[config.mk]
export PLATFORM = sky130hd
export DESIGN_NAME = tpd_top
export DESIGN_NICKNAME = d
export VERILOG_FILES = /design/src/logic/tpd_buffered_reg.v /design/src/logic/tpd_prescaler.v /design/src/logic/tpd_top.v
export VERILOG_INCLUDE_DIRS = /design/src /design/src/common
export SDC_FILE = /design/constraint.sdc
export NUM_CORES = 1
export LEC_CHECK = 0
export BUFFER_PORTS_ARGS = -buffer_cell sky130_fd_sc_hd__buf_2
export CORE_UTILIZATION = 57
export DETAILED_ROUTE_END_ITERATION = 10
export PLACE_DENSITY = 0.8
export REMOVE_ABC_BUFFERS = 1
export SLEW_MARGIN = 20
export SYNTH_ARGS = -nofsm -noshare
export SYNTH_HDL_FRONTEND = slang
export SYNTH_SLANG_ARGS = --single-unit
export TNS_END_PERCENT = 10
[constraint.sdc]
create_clock -name ref_clk -period 2.8 [get_ports ref_clk]
set_input_delay 0.56 -clock ref_clk [delete_from_list [all_inputs] [get_ports ref_clk]]
set_output_delay 0.56 -clock ref_clk [all_outputs]
set_load 0.01 [all_outputs]
[src/common/tpd_defines.vh]
// constants for the timer period/duty compare register block
`ifndef TPD_DEFINES_VH
`define TPD_DEFINES_VH

// ----------------------------------------
// widths and counts
// ----------------------------------------
`define TPD_DATA_W      16
`define TPD_PRE_W       8
`define TPD_NUM_SUB     4
`define TPD_ADDR_W      4
`define TPD_RESET_VAL   16'h0000
`define TPD_PRE_RESET   8'h00
`define TPD_RDATA_IDLE  16'h0000

// ----------------------------------------
// byte offsets, word registers on even addresses
// ----------------------------------------
`define TPD_OFS_PERIOD_1  4'h0
`define TPD_OFS_PERIOD_2  4'h2
`define TPD_OFS_PERIOD_3  4'h4
`define TPD_OFS_PERIOD_4  4'h6
`define TPD_OFS_DUTY_1    4'h8
`define TPD_OFS_DUTY_2    4'hA
`define TPD_OFS_DUTY_3    4'hC
`define TPD_OFS_DUTY_4    4'hE

`endif

[src/logic/tpd_buffered_reg.v]
// one double buffered compare / capture register
`timescale 1ns/1ps
`include "tpd_defines.vh"

module tpd_buffered_reg #(
  parameter DATA_W = `TPD_DATA_W
) (
  input  wire              ref_clk,
  input  wire              srst,
  input  wire              wr_en,
  input  wire [DATA_W-1:0] wdata,
  input  wire              pwm_mode,
  input  wire              stopped,
  input  wire              period_match,
  input  wire              capture_evt,
  input  wire [DATA_W-1:0] counter,
  output wire [DATA_W-1:0] read_value,
  output wire [DATA_W-1:0] active_value,
  output wire              pending
);

  reg  [DATA_W-1:0] shadow_reg;
  reg  [DATA_W-1:0] active_reg;
  reg               pending_reg;
  reg               capture_q_reg;
  wire              update_now;

  // stop or period match releases the buffer; both registers of a pair see the same match
  assign update_now   = stopped | period_match;
  assign read_value   = shadow_reg;
  assign active_value = active_reg;
  assign pending      = pending_reg;

  // ----------------------------------------
  // shadow: last written or captured value
  // ----------------------------------------
  always @(posedge ref_clk) begin
    if (srst) begin
      shadow_reg    <= `TPD_RESET_VAL;
      capture_q_reg <= 1'b0;
    end else begin
      capture_q_reg <= capture_evt & ~pwm_mode;
      // capture beats a write in the same cycle: hardware event is not lost
      if (capture_q_reg) begin
        shadow_reg <= counter;
      end else if (wr_en) begin
        shadow_reg <= wdata;
      end
    end
  end

  // ----------------------------------------
  // active compare value seen by the pwm stage
  // ----------------------------------------
  always @(posedge ref_clk) begin
    if (srst) begin
      active_reg  <= `TPD_RESET_VAL;
      pending_reg <= 1'b0;
    end else begin
      if (!pwm_mode) begin
        active_reg  <= shadow_reg;
        pending_reg <= 1'b0;
      end else if (wr_en && !stopped) begin
        // write while running waits for the next boundary
        pending_reg <= 1'b1;
        if (period_match) begin
          active_reg <= shadow_reg;
        end
      end else if (update_now) begin
        active_reg  <= shadow_reg;
        pending_reg <= 1'b0;
      end
    end
  end

endmodule

[src/logic/tpd_prescaler.v]
// clock prescaler for one timer subsystem
`timescale 1ns/1ps
`include "tpd_defines.vh"

module tpd_prescaler #(
  parameter PRE_W = `TPD_PRE_W
) (
  input  wire             ref_clk,
  input  wire             srst,
  input  wire             running,
  input  wire [PRE_W-1:0] prescale_compare_value,
  output wire             tick
);

  reg  [PRE_W-1:0] pre_cnt_reg;
  reg  [PRE_W-1:0] pre_cnt_next;

  // ----------------------------------------
  // divide by compare value plus one
  // ----------------------------------------
  assign tick = running & (pre_cnt_reg == prescale_compare_value);

  always @* begin
    pre_cnt_next = pre_cnt_reg;
    if (!running) begin
      pre_cnt_next = {PRE_W{1'b0}};
    end else if (tick) begin
      pre_cnt_next = {PRE_W{1'b0}};
    end else begin
      pre_cnt_next = pre_cnt_reg + {{(PRE_W-1){1'b0}}, 1'b1};
    end
  end

  always @(posedge ref_clk) begin
    if (srst) begin
      pre_cnt_reg <= `TPD_PRE_RESET;
    end else begin
      pre_cnt_reg <= pre_cnt_next;
    end
  end

endmodule

[src/logic/tpd_top.v]
// period/duty compare and capture registers for four timer subsystems
`timescale 1ns/1ps
`include "tpd_defines.vh"

// What this block does
// one 16-bit read/write period/capture register for each of four subsystems
// period register holds period compare in pwm, counter at capture otherwise
// period double buffered; write applies at previous-period match or when stopped
// reads allowed any time, returning the most recently written value
// reset clears all four period/capture registers
// one 16-bit duty/capture register per subsystem, compare or captured count
// duty double buffered; applied only at period boundary or when stopped
// reset clears all four duty/capture registers
// each register is one word at an even address, word access only
// software writes reserved bits as zero; reserved reads are undefined
// counter counts as stopped only when both run bits are clear
// counter advances once per prescaler match, ratio compare value plus one
// period and duty pending values of one subsystem transfer together
// capture loads the counter one cycle after the event is seen

module tpd_top #(
  parameter DATA_W  = `TPD_DATA_W,
  parameter PRE_W   = `TPD_PRE_W,
  parameter NUM_SUB = `TPD_NUM_SUB,
  parameter ADDR_W  = `TPD_ADDR_W
) (
  input  wire                      ref_clk,
  input  wire                      srst,
  input  wire [ADDR_W-1:0]         bus_addr,
  input  wire                      bus_wr,
  input  wire                      bus_rd,
  input  wire [DATA_W-1:0]         bus_wdata,
  output wire [DATA_W-1:0]         bus_rdata,
  output wire                      bus_rvalid,
  input  wire [2*NUM_SUB-1:0]      subsystem_run_bits,
  input  wire [NUM_SUB-1:0]        pwm_mode,
  input  wire [NUM_SUB-1:0]        capture_period_evt,
  input  wire [NUM_SUB-1:0]        capture_duty_evt,
  input  wire [NUM_SUB*PRE_W-1:0]  prescale_compare_value,
  output wire [NUM_SUB*DATA_W-1:0] subsystem_counter,
  output wire [NUM_SUB*DATA_W-1:0] period_active,
  output wire [NUM_SUB*DATA_W-1:0] duty_active,
  output wire [NUM_SUB-1:0]        period_match,
  output wire [NUM_SUB-1:0]        update_pending
);

  // ----------------------------------------
  // bus decode
  // ----------------------------------------
  reg  [DATA_W-1:0]         rdata_reg;
  reg  [DATA_W-1:0]         rdata_next;
  reg                       rvalid_reg;
  wire                      word_ok;
  reg  [NUM_SUB-1:0]        period_wr;
  reg  [NUM_SUB-1:0]        duty_wr;
  wire [NUM_SUB*DATA_W-1:0] period_read;
  wire [NUM_SUB*DATA_W-1:0] duty_read;
  wire [NUM_SUB-1:0]        stopped;
  wire [NUM_SUB-1:0]        period_pend;
  wire [NUM_SUB-1:0]        duty_pend;

  // odd addresses are not word aligned and are ignored
  assign word_ok    = ~bus_addr[0];
  assign bus_rdata  = rdata_reg;
  assign bus_rvalid = rvalid_reg;

  always @* begin
    period_wr = {NUM_SUB{1'b0}};
    duty_wr   = {NUM_SUB{1'b0}};
    if (bus_wr && word_ok) begin
      case (bus_addr)
        `TPD_OFS_PERIOD_1: begin
          period_wr[0] = 1'b1;
        end
        `TPD_OFS_PERIOD_2: begin
          period_wr[1] = 1'b1;
        end
        `TPD_OFS_PERIOD_3: begin
          period_wr[2] = 1'b1;
        end
        `TPD_OFS_PERIOD_4: begin
          period_wr[3] = 1'b1;
        end
        `TPD_OFS_DUTY_1: begin
          duty_wr[0] = 1'b1;
        end
        `TPD_OFS_DUTY_2: begin
          duty_wr[1] = 1'b1;
        end
        `TPD_OFS_DUTY_3: begin
          duty_wr[2] = 1'b1;
        end
        `TPD_OFS_DUTY_4: begin
          duty_wr[3] = 1'b1;
        end
        default: begin
          period_wr = {NUM_SUB{1'b0}};
        end
      endcase
    end
  end

  // ----------------------------------------
  // read mux, registered one cycle after the strobe
  // ----------------------------------------
  always @* begin
    rdata_next = `TPD_RDATA_IDLE;
    if (word_ok) begin
      case (bus_addr)
        `TPD_OFS_PERIOD_1: begin
          rdata_next = period_read[0*DATA_W +: DATA_W];
        end
        `TPD_OFS_PERIOD_2: begin
          rdata_next = period_read[1*DATA_W +: DATA_W];
        end
        `TPD_OFS_PERIOD_3: begin
          rdata_next = period_read[2*DATA_W +: DATA_W];
        end
        `TPD_OFS_PERIOD_4: begin
          rdata_next = period_read[3*DATA_W +: DATA_W];
        end
        `TPD_OFS_DUTY_1: begin
          rdata_next = duty_read[0*DATA_W +: DATA_W];
        end
        `TPD_OFS_DUTY_2: begin
          rdata_next = duty_read[1*DATA_W +: DATA_W];
        end
        `TPD_OFS_DUTY_3: begin
          rdata_next = duty_read[2*DATA_W +: DATA_W];
        end
        `TPD_OFS_DUTY_4: begin
          rdata_next = duty_read[3*DATA_W +: DATA_W];
        end
        default: begin
          rdata_next = `TPD_RDATA_IDLE;
        end
      endcase
    end
  end

  always @(posedge ref_clk) begin
    if (srst) begin
      rdata_reg  <= `TPD_RDATA_IDLE;
      rvalid_reg <= 1'b0;
    end else begin
      rvalid_reg <= bus_rd;
      if (bus_rd) begin
        rdata_reg <= rdata_next;
      end
    end
  end

  // ----------------------------------------
  // per subsystem: prescaler, counter, two buffered registers
  // ----------------------------------------
  genvar g;
  generate
    for (g = 0; g < NUM_SUB; g = g + 1) begin : sub
      reg  [DATA_W-1:0] cnt_reg;
      wire              tick;
      wire              at_period;
      wire [DATA_W-1:0] per_act;

      // either run bit keeps the counter going
      assign stopped[g] = ~(subsystem_run_bits[2*g] | subsystem_run_bits[2*g+1]);
      assign at_period  = (cnt_reg == per_act);
      // compare against the previous active period, not the pending one
      assign period_match[g] = tick & pwm_mode[g] & at_period;
      assign subsystem_counter[g*DATA_W +: DATA_W] = cnt_reg;
      assign period_active[g*DATA_W +: DATA_W]     = per_act;
      assign update_pending[g] = period_pend[g] | duty_pend[g];

      tpd_prescaler #(
        .PRE_W (PRE_W)
      ) u_pre (
        .ref_clk                (ref_clk),
        .srst                   (srst),
        .running                (~stopped[g]),
        .prescale_compare_value (prescale_compare_value[g*PRE_W +: PRE_W]),
        .tick                   (tick)
      );

      // counter wraps to zero at the period in pwm, free runs in capture
      always @(posedge ref_clk) begin
        if (srst) begin
          cnt_reg <= `TPD_RESET_VAL;
        end else if (period_match[g]) begin
          cnt_reg <= {DATA_W{1'b0}};
        end else if (tick) begin
          cnt_reg <= cnt_reg + {{(DATA_W-1){1'b0}}, 1'b1};
        end
      end

      tpd_buffered_reg #(
        .DATA_W (DATA_W)
      ) u_period (
        .ref_clk      (ref_clk),
        .srst         (srst),
        .wr_en        (period_wr[g]),
        .wdata        (bus_wdata),
        .pwm_mode     (pwm_mode[g]),
        .stopped      (stopped[g]),
        .period_match (period_match[g]),
        .capture_evt  (capture_period_evt[g]),
        .counter      (cnt_reg),
        .read_value   (period_read[g*DATA_W +: DATA_W]),
        .active_value (per_act),
        .pending      (period_pend[g])
      );

      // same match strobe as the period register: both move together
      tpd_buffered_reg #(
        .DATA_W (DATA_W)
      ) u_duty (
        .ref_clk      (ref_clk),
        .srst         (srst),
        .wr_en        (duty_wr[g]),
        .wdata        (bus_wdata),
        .pwm_mode     (pwm_mode[g]),
        .stopped      (stopped[g]),
        .period_match (period_match[g]),
        .capture_evt  (capture_duty_evt[g]),
        .counter      (cnt_reg),
        .read_value   (duty_read[g*DATA_W +: DATA_W]),
        .active_value (duty_active[g*DATA_W +: DATA_W]),
        .pending      (duty_pend[g])
      );
    end
  endgenerate

endmodule

==> results of run 1 <==
[critical path: cells and delay by family (launching register included)]
kind                   cells  cell delay (ns)
flip-flops                 1             0.39
buffers and inverters      1             0.19
XOR/XNOR                   1             0.19
AND/OR/NAND/NOR            3             0.85
[timing repair]
item | 4_1_cts | 5_1_grt
gates resized for setup | 7 | 10
endpoints found under the hold margin | 0 | 0
cloned | 0 | 0
endpoints found under the setup margin | 3 | 4
pin swaps | 2 | 3
buffers inserted | 1 | 2
[layout make-up]
| cell class | instances | area [um^2] | share of cell area (%) |
|---|---|---|---|
| Antenna cell | 1 | 2.50 | 0.0115 |
| Multi-Input combinational cell | 1504 | 9890 | 45.3 |
| Sequential cell | 385 | 7720 | 35.4 |
| Timing Repair Buffer | 393 | 2280 | 10.5 |
| Clock inverter | 15 | 163 | 0.746 |
| Tap cell | 402 | 503 | 2.31 |
| Inverter | 9 | 41.3 | 0.189 |
| Clock buffer | 57 | 1210 | 5.54 |
[metal layers]
metal / vias to the layer above / part of all wire (%) / global-route usage (%)
met4: 0 / 4.1 / 14.9
met2: 855 / 46 / 57.0
met5: - / 0 / 0
met1: 8112 / 41 / 45.5
met3: 156 / 8.6 / 5.58
li1: 7820 / - / -
[Yosys cell counts (10+ instances only)]
library cell | number | area, um^2
a211oi_1 | 116 | 871
a222oi_1 | 11 | 110
nor2b_1 | 11 | 68.8
and3_1 | 15 | 93.8
or4_1 | 27 | 203
o21ai_0 | 36 | 180
nand2_1 | 310 | 1160
a22oi_1 | 19 | 143
nor3b_1 | 10 | 75.1
nor2_1 | 210 | 788
a21oi_1 | 65 | 325
buf_2 | 16 | 80.1
nor4_1 | 26 | 163
mux2i_1 | 264 | 2640
clkbuf_1 | 111 | 417
dfxtp_1 | 385 | 7710
or3_1 | 21 | 131
buf_1 | 23 | 86.3
nand3_1 | 64 | 320
xor2_1 | 76 | 666
o31ai_1 | 24 | 180
nand4_1 | 23 | 144
xnor2_1 | 66 | 578
mux2_1 | 15 | 169
[worst paths after layout]
check | start | endpoint | slack (ns) | depth (start not counted)
setup / recovery | sub[1].cnt_reg[10] | period_match[1] | 0.10 | 5
setup reg to reg | sub[1].u_pre.pre_cnt_reg[0] | sub[1].u_duty.active_value[14] | 0.35 | 7
hold reg to reg | sub[3].u_duty.active_value[4] | sub[3].u_duty.active_value[4] | 0.45 | 2
hold / removal | pwm_mode[3] | sub[3].u_duty.capture_q_reg | 0.26 | 2
[power by group through the flow]
stage	Clock [W]	Sequential, W	Combinational (W)
6_report	0.00551	0.00589	0.00120
5_1_grt	0.00579	0.00590	0.00129
4_1_cts	0.00554	0.00587	0.00117
3_5_place_dp	0	0.00599	0.00116
3_3_place_gp	0	0.00599	0.00112
2_1_floorplan	0	0.00595	0.000648
[cell families (layout without fill, tap and decap cells)]
kind of cell               after synthesis  after routing  share of synthesized area (%)
and+or+nand+nor                        766            766                           19.2
DFF                                    385            385                           42.0
AOI/OAI and AO/OA                      304            304                           11.3
muxes                                  284            284                           15.7
buffers and inverters                  178            474                           4.52
xor gates and xnor gates               142            142                           6.77
adders and majority gates                8              8                          0.545
other                                    0              1                              0
[metrics by stage]
stage               total power (W)  setup slack, ns  setup TNS [ns]  util [%]  hold WS (ns)
floorplan                   0.00660            -3.34         -445.16         -         0.440
global placement            0.00711            0.225               0      64.3         0.443
detailed placement          0.00715            0.104               0      64.3         0.449
CTS                          0.0126          -0.0204         -0.0204      68.8         0.255
global route                 0.0130         -0.00426        -0.00426      68.9         0.265
finish                       0.0126            0.101               0      68.9         0.261
[cells in the final DEF, fill, tap and decap left out, types with 9 or more instances in the layout]
master     synthesis  layout
clkbuf_16          0      43
xnor2_1           66      66
xor2_1            76      76
nor3_1             9       9
nand2b_1           9       9
nand4_1           23      23
dfxtp_1          385     378
a22oi_1           19      19
buf_4              7      97
nand2_1          310     310
or4_1             27      25
a21oi_1           65      65
nor3b_1           10      10
clkinv_2           0       9
mux2_1            15      15
o31ai_1           24      24
o21ai_0           36      36
mux2i_1          264     264
or3_1             21      21
nor4_1            26      21
nor2_1           210     210
buf_2             16     291
and3_1            15      15
a222oi_1          11      11
nor2b_1           11      11
nand3_1           64      64
a211oi_1         116     116
==> results.yml, run 1 <==
power:
  switching_power_w: 0.00317
  swShare_pct: 25.1
  pwr_density_cell_nw_per_um2: 578
  combinationalPowerShare_pct: 9.5
  seq_power_share_pct: 46.7
  clockPowerShare_pct: 43.8
  irDropWorstVdd_mv: 0.515
  leakagePower_nw: 8.94
  intPower_w: 0.00943
cells_and_area:
  fin_nets: 2418
  nFillCells: 2520
  drive_gt1_share_pct: 21.2
  syn_to_final_growth_pct: 18.8
  stdcell_area_um2: 21800
  final_cells: 2766
global_routing:
  gr-usage-all-layers_pct: 34.8
  grt_pass1_vias: 16200
  gr-total-overflow: 0
  grt_first_pass_wirelength_mm: 90.6
  antenna_found_initial: 1
  grt_max_degree: 110
clock_network:
  cts.reportedPaths.clkPinSlew_ns: 0.06
  clock_path_buffers: 3
  numCtsBuffers: 41
  cts_root_buf: "clkbuf_16"
  clock_sinks: 385
  cts_tree: "built"
  postCtsHoldBufs: 0
  clk_latency_ns: 0.53
  htreeDepth: 2
timing:
  fin_crit_ns: 2.70
  setup_viol: 0
  rsz0062_at_grt: "yes"
  period_share_pct: 96.4
  hold_viol: 0
  clock_skew_ns: 0.0161
  timing.fmax_ghz: 0.371
  report.final.slew_viol_count: 0
  worst_slew_pin_slew_ns: 1.07
  slew_headroom_pct: 28.3
critical_path:
  crit_slowest_cell: "dfxtp_2"
  crit_path_start_kind: "flip-flop"
  required_ns: 2.24
  critPathKind: "flip-flop to primary output"
  crit_chain: "xor2_1 -> nor4_2 -> nand3_1 -> nor4b_2 -> buf_2"
  crit_fanout: 8
  critPathMaxStageDelay_ns: 0.39
  worst_setup_path_end_kind: "primary output"
  cp.arrival_ns: 2.14
synth:
  synth_cell_types: 59
  synth.avg_cell_area_um2: 8.88
  async_flop_share_pct: 0
  syn-cell-area_um2: 18400
  yosysWarnings: 0
  synthFlopType: "dfxtp_1"
  synth_edf_count: 0
  syn_inst: 2067
  ys_ff_latch: 385
  yosysSeqAreaShare_pct: 42.0
detailed_routing:
  drt_wl_total_mm: 58.7
  vias: 16900
  dr.pass1.iters: 7
  vias_per_cell: 6.13
  antenna_left: 0
  wl_per_cell_um: 21.2
  drtIter0Drc: 1697
  drc_errors: 0
floorplan:
  die_width_um: 181
  io_pins: 293
  core_area_um2: 31600
  rows: 65
  start_util_pct: 58.0
  dieArea_um2: 32900
  die_y_um: 181
placement:
  place_area_um2: 20300
  place_congestion: 0.948
  place_inst: 2690
  dpl.hpwl_mm: 42.1
  portBuffers: 292
outcome:
  status: "complete, no violations"
worst_hold_path:
  hp-class: "primary input to flip-flop"
run:
  maxCapViolCount: 0
Note: power is estimated with default switching activity, not from simulation.
==> inputs of run 2 (changes only) <==
--- a/config.mk
+++ b/config.mk
@@ -6,10 +6,10 @@
 export SDC_FILE = /design/constraint.sdc
 export NUM_CORES = 1
 export LEC_CHECK = 0
-export BUFFER_PORTS_ARGS = -buffer_cell sky130_fd_sc_hd__buf_2
-export CORE_UTILIZATION = 57
+export CORE_UTILIZATION = 60
 export DETAILED_ROUTE_END_ITERATION = 10
-export PLACE_DENSITY = 0.8
+export DONT_BUFFER_PORTS = 1
+export PLACE_DENSITY = 0.76
 export REMOVE_ABC_BUFFERS = 1
 export SLEW_MARGIN = 20
 export SYNTH_ARGS = -nofsm -noshare
==> run 2 against run 1 <==
Compared with the run above: critical path depth up 1; worst setup slack worse by 0.040 ns; combinational power down 26%; routed wire length down 4.6%; largest cell class unchanged; cell count down 11%; fmax down 1.5%; sequential share of layout area up 2.8 points; sequential cell count unchanged.
==> results.yml, run 2 (synthesized netlist as in run 1, its figures left out) <==
timing:
  hold_viol: 0
  worst_slew_pin_slew_ns: 1.10
  slew_headroom_pct: 26.8
  fin_crit_ns: 2.74
  setup_viol: 0
  clock_skew_ns: 0.0108
  timing.fmax_ghz: 0.365
  report.final.slew_viol_count: 0
  period_share_pct: 97.8
  fin_tns_setup_ns: 0
detailed_routing:
  wl_per_cell_um: 22.8
  drtIter0Drc: 1572
  antenna_left: 0
  drt_wl_total_mm: 56.0
  vias: 15400
  vias_per_cell: 6.27
  drc_errors: 0
  dr.pass1.iters: 8
global_routing:
  met2_usage_pct: 55.8
  use_met1_pct: 43.8
  gr-usage-all-layers_pct: 35.0
  top_usage_layer: "met2"
  gr-total-overflow: 0
  grt_max_degree: 153
  antenna_found_initial: 0
  grt_pass1_vias: 14700
  grt_first_pass_wirelength_mm: 85.2
  met3_usage_pct: 11.2
cells_and_area:
  fin_nets: 2120
  syn_to_final_growth_pct: 9.94
  multi_input_comb_area_um2: 9890
  antenna_cells: 0
  ff_latch_area_um2: 7710
  final_common_cell: "dfxtp_1"
  final_cell_mix: "dfxtp_1, nand2_1, mux2i_1"
  drive_gt1_share_pct: 9.43
  stdcell_area_um2: 20200
  nFillCells: 2373
critical_path:
  crit_slowest_cell: "dfxtp_1"
  crit_fanout: 3
  worst_setup_path_end_kind: "primary output"
  r2r_slack_ns: 0.40
  crit_top_cell: "buf_4"
  critPathMaxStageDelay_ns: 0.38
  cp.arrival_ns: 2.18
  crit_path_start_kind: "flip-flop"
  reg2reg_to: "sub[0].u_duty.active_value[2]"
  required_ns: 2.24
  reg2reg_from: "sub[0].u_period.active_value[1]"
  crit_chain: "xor2_1 -> nor4_2 -> buf_4 -> nand3_1 -> nor4b_2 -> buf_4"
  reg2reg_depth: 5
  critPathKind: "flip-flop to primary output"
power:
  combinationalPowerShare_pct: 7.3
  seq_power_share_pct: 48.9
  irDropWorstVdd_mv: 0.486
  leakagePower_nw: 7.38
  intPower_w: 0.00912
  clockPowerShare_pct: 43.8
  switching_power_w: 0.00299
  swShare_pct: 24.7
  pwr_density_cell_nw_per_um2: 600
clock_network:
  cts.reportedPaths.clkPinSlew_ns: 0.06
  htreeDepth: 2
  cts_tree: "built"
  clock_path_buffers: 3
  numCtsBuffers: 41
  clock_sinks: 385
  clk_latency_ns: 0.54
  postCtsHoldBufs: 0
  cts_root_buf: "clkbuf_16"
placement:
  portBuffers: 0
  dpl.hpwl_mm: 39.8
  place_congestion: 0.982
  place_area_um2: 18800
floorplan:
  core_area_um2: 29900
  start_util_pct: 61.5
  io_pins: 293
  rows: 63
  dieArea_um2: 31300
  die_width_um: 177
  die_y_um: 177
worst_hold_path:
  hold_depth: 1
  hp-class: "primary input to flip-flop"
  min_from: "pwm_mode[1]"
  hold_end: "sub[1].u_duty.capture_q_reg"
run:
  maxCapViolCount: 0
outcome:
  status: "complete, no violations"
run 2: layer usage:
layer  vias up  share of wire [%]
li1       7221                  -
met1      7368                 40
met2       695                 46
met3       126                 10
met4         0                3.7
met5         -                  0
run 2: cell type report:
type,count,area share (%)
timing repair buffer,95,3.72
multi-input combinational,1504,49.0
clock inverter,12,0.471
tap,390,2.42
sequential,385,38.2
clock buffer,63,6.00
inverter,9,0.205
run 2: what timing repair did:
item | 4_1_cts | 5_1_grt
buffers inserted | 1 | 1
gates resized for setup | 1 | 11
hold endpoints to repair | 0 | 0
pin swaps | 2 | 1
endpoints found under the setup margin | 1 | 4
run 2: critical path: cells and delay by family (launching register included):
| kind | cells | cell delay, ns |
|---|---|---|
| buffers and inverters | 2 | 0.34 |
| and+or+nand+nor | 3 | 0.72 |
| DFF | 1 | 0.38 |
| xor gates and xnor gates | 1 | 0.20 |
run 2: how the worst max path moves through the flow:
stage	slack, ns	end	start
after floorplan	-3.34	sub[2].cnt_reg[10]	srst
after global placement	0.37	sub[0].u_duty.active_value[9]	prescale_compare_value[7]
after detailed placement	0.30	sub[0].u_period.active_value[15]	prescale_compare_value[2]
after CTS	0.000009	period_match[1]	sub[1].cnt_reg[5]
after global routing	-0.07	period_match[1]	sub[1].u_period.active_value[1]
final	0.06	period_match[1]	sub[1].u_period.active_value[1]
run 2: power by group through the flow:
stage	combinational, W	clock, W	sequential (W)
final	0.000883	0.00531	0.00592
after global routing	0.000968	0.00558	0.00593
after CTS	0.000870	0.00534	0.00591
after detailed placement	0.000862	0	0.00603
after global placement	0.000831	0	0.00603
after floorplan	0.000648	0	0.00595
run 2: per-stage QoR:
| stage | setup WS [ns] | power (W) | hold slack (ns) | utilization (%) | cells |
|---|---|---|---|---|---|
| after floorplan | -3.34 | 0.00660 | 0.440 | - | 1898 |
| final | 0.0613 | 0.0121 | 0.0958 | 67.6 | 2458 |
| after global placement | 0.371 | 0.00686 | 0.451 | 63.0 | 2381 |
| after global routing | -0.0720 | 0.0125 | 0.0765 | 67.6 | 2458 |
| after CTS | 0.00000910 | 0.0121 | 0.0841 | 67.4 | 2457 |
| after detailed placement | 0.298 | 0.00690 | 0.459 | 63.0 | 2381 |
==> inputs of run 3 (changes only) <==
--- a/config.mk
+++ b/config.mk
@@ -6,10 +6,11 @@
 export SDC_FILE = /design/constraint.sdc
 export NUM_CORES = 1
 export LEC_CHECK = 0
+export ABC_CLOCK_PERIOD_IN_PS = 2800
 export CORE_UTILIZATION = 60
 export DETAILED_ROUTE_END_ITERATION = 10
 export DONT_BUFFER_PORTS = 1
-export PLACE_DENSITY = 0.76
+export PLACE_DENSITY = 0.84
 export REMOVE_ABC_BUFFERS = 1
 export SLEW_MARGIN = 20
 export SYNTH_ARGS = -nofsm -noshare
==> run 3 against run 2 <==
Compared with the run above: power increased by 0.82%; first-iteration DRC count rose by 8.8%; via count rose by 2.9%; routed wire length grew 1.6%; critical path depth decreased by 2; clock-buffer cell count is 3 higher; sequential cell count stayed put; worst setup slack improved by 0.022 ns; register-to-register slack worse by 0.02 ns; global-route usage increased by 0.34 points; critical path type unchanged; highest routed layer unchanged.
==> results.yml, run 3 (synthesized netlist as in run 1, its figures left out) <==
timing:
  hold_viol: 0
  rsz0062_at_grt: "yes"
  period_share_pct: 97.0
  clock_skew_ns: 0.0127
  report.final.slew_viol_count: 0
  fin_crit_ns: 2.72
  worst_slew_pin_slew_ns: 1.10
  fin_tns_setup_ns: 0
  slew_headroom_pct: 26.7
  worst_hold_slack_ns: 0.0934
  setup_viol: 0
  timing.fmax_ghz: 0.368
power:
  swShare_pct: 24.4
  intPower_w: 0.00923
  leakagePower_nw: 7.37
  seq_power_share_pct: 48.5
  switching_power_w: 0.00298
  clockPowerShare_pct: 44.3
  irDropWorstVdd_mv: 0.445
  pwr_density_cell_nw_per_um2: 605
  combinationalPowerShare_pct: 7.2
cells_and_area:
  drive_gt1_share_pct: 9.55
  fin_nets: 2117
  final_util_pct: 67.5
  final_cell_mix: "dfxtp_1, nand2_1, mux2i_1"
  final_common_cell: "dfxtp_1"
  nFillCells: 2304
  multi_input_comb_area_um2: 9900
  ff_latch_area_um2: 7710
  syn_to_final_growth_pct: 9.87
placement:
  portBuffers: 0
  place_congestion: 0.983
  dpl.hpwl_mm: 39.9
clock_network:
  clock_path_buffers: 3
  numCtsBuffers: 41
  postCtsHoldBufs: 0
  clock_sinks: 385
  post_cts_buffers: 0
  clk_latency_ns: 0.53
  cts_tree: "built"
  cts_root_buf: "clkbuf_16"
  htreeDepth: 2
  cts.reportedPaths.clkPinSlew_ns: 0.06
floorplan:
  start_util_pct: 61.5
  dieArea_um2: 31300
  core_area_um2: 29900
  rows: 63
  io_pins: 293
  die_y_um: 177
  die_width_um: 177
critical_path:
  critPathKind: "flip-flop to primary output"
  crit_slowest_cell: "or4_1"
  required_ns: 2.24
  crit_path_start_kind: "flip-flop"
  worst_setup_path_end_kind: "primary output"
  crit_fanout: 5
  critPathMaxStageDelay_ns: 0.65
  crit_chain: "xnor2_1 -> nand4_1 -> or4_1 -> nor2_2"
  cp.arrival_ns: 2.16
global_routing:
  grt_pass1_vias: 15100
  antenna_found_initial: 1
  grt_first_pass_wirelength_mm: 85.9
  grt_max_degree: 153
  gr-usage-all-layers_pct: 35.4
  gr-total-overflow: 0
detailed_routing:
  met3_length_mm: 6.69
  drtIter0Drc: 1711
  vias_per_cell: 6.46
  drc_errors: 0
  top_layer_used: "met4"
  antenna_left: 0
  drt_wl_total_mm: 56.9
  dr.pass1.iters: 8
  wl_per_cell_um: 23.2
  vias: 15900
  wl_met1_mm: 21.3
  wl_met2_mm: 26.2
run:
  maxCapViolCount: 0
worst_hold_path:
  hp-class: "primary input to flip-flop"
outcome:
  status: "complete, no violations"
-- run 3: cell count changes in the layout (fill, tap and decap cells not counted), sizes merged --
cell / delta
diode: +1
clkinvlp: +1
inv: -1
clkbuf: +3
clkinv: -5
buf: -3
-- run 3: worst max-delay path: cells and delay by family, from the launching register on --
| family | cells | cell delay, ns |
|---|---|---|
| simple gates | 3 | 1.01 |
| flops | 1 | 0.47 |
| xor+xnor | 1 | 0.16 |
-- run 3: final cells by class --
| cell class | count | share of cell area (%) |
|---|---|---|
| timing repair buffer | 92 | 3.42 |
| inverter | 9 | 0.205 |
| tap | 390 | 2.42 |
| clock buffer | 66 | 6.31 |
| sequential | 385 | 38.2 |
| multi-input combinational | 1504 | 49.1 |
| clock inverter | 7 | 0.329 |
| antenna | 1 | 0.0124 |
-- run 3: layer usage --
metal / track usage, % / vias up
met3: 11.5 / 182
met2: 56.3 / 910
met1: 43.1 / 7555
met4: 16.6 / 0
met5: 0 / -
li1: - / 7216
-- run 3: path summary, 6_finish.rpt --
check	start	endpoint	slack (ns)	cells after the start
hold / removal	pwm_mode[3]	sub[3].u_duty.capture_q_reg	0.09	1
setup reg to reg	sub[1].u_pre.pre_cnt_reg[2]	sub[1].u_duty.active_value[12]	0.38	5
setup / recovery	sub[2].u_period.active_value[14]	period_match[2]	0.08	4
hold reg to reg	sub[1].u_period.pending	sub[1].u_period.pending	0.46	2
-- run 3: what timing repair did --
action,in CTS,in global routing
resized for setup,5,12
endpoints found under the hold margin,0,0
setup endpoints to repair,3,4
pin swaps,0,3
-- run 3: stage by stage --
stage / setup slack (ns) / total power, W / cells / cell area [um^2]
2_1_floorplan: -3.34 / 0.00660 / 1898 / 17600
3_3_place_gp: 0.300 / 0.00685 / 2380 / 18800
3_5_place_dp: 0.240 / 0.00689 / 2380 / 18800
4_1_cts: -0.0373 / 0.0122 / 2453 / 20100
5_1_grt: -0.0166 / 0.0125 / 2453 / 20200
6_report: 0.0835 / 0.0122 / 2454 / 20200
-- run 3: power groups by stage --
stage / Sequential (W) / Clock, W / Combinational, W
floorplan: 0.00595 / 0 / 0.000648
global placement: 0.00603 / 0 / 0.000819
detailed placement: 0.00603 / 0 / 0.000856
CTS: 0.00591 / 0.00542 / 0.000869
global route: 0.00593 / 0.00564 / 0.000963
finish: 0.00592 / 0.00540 / 0.000884
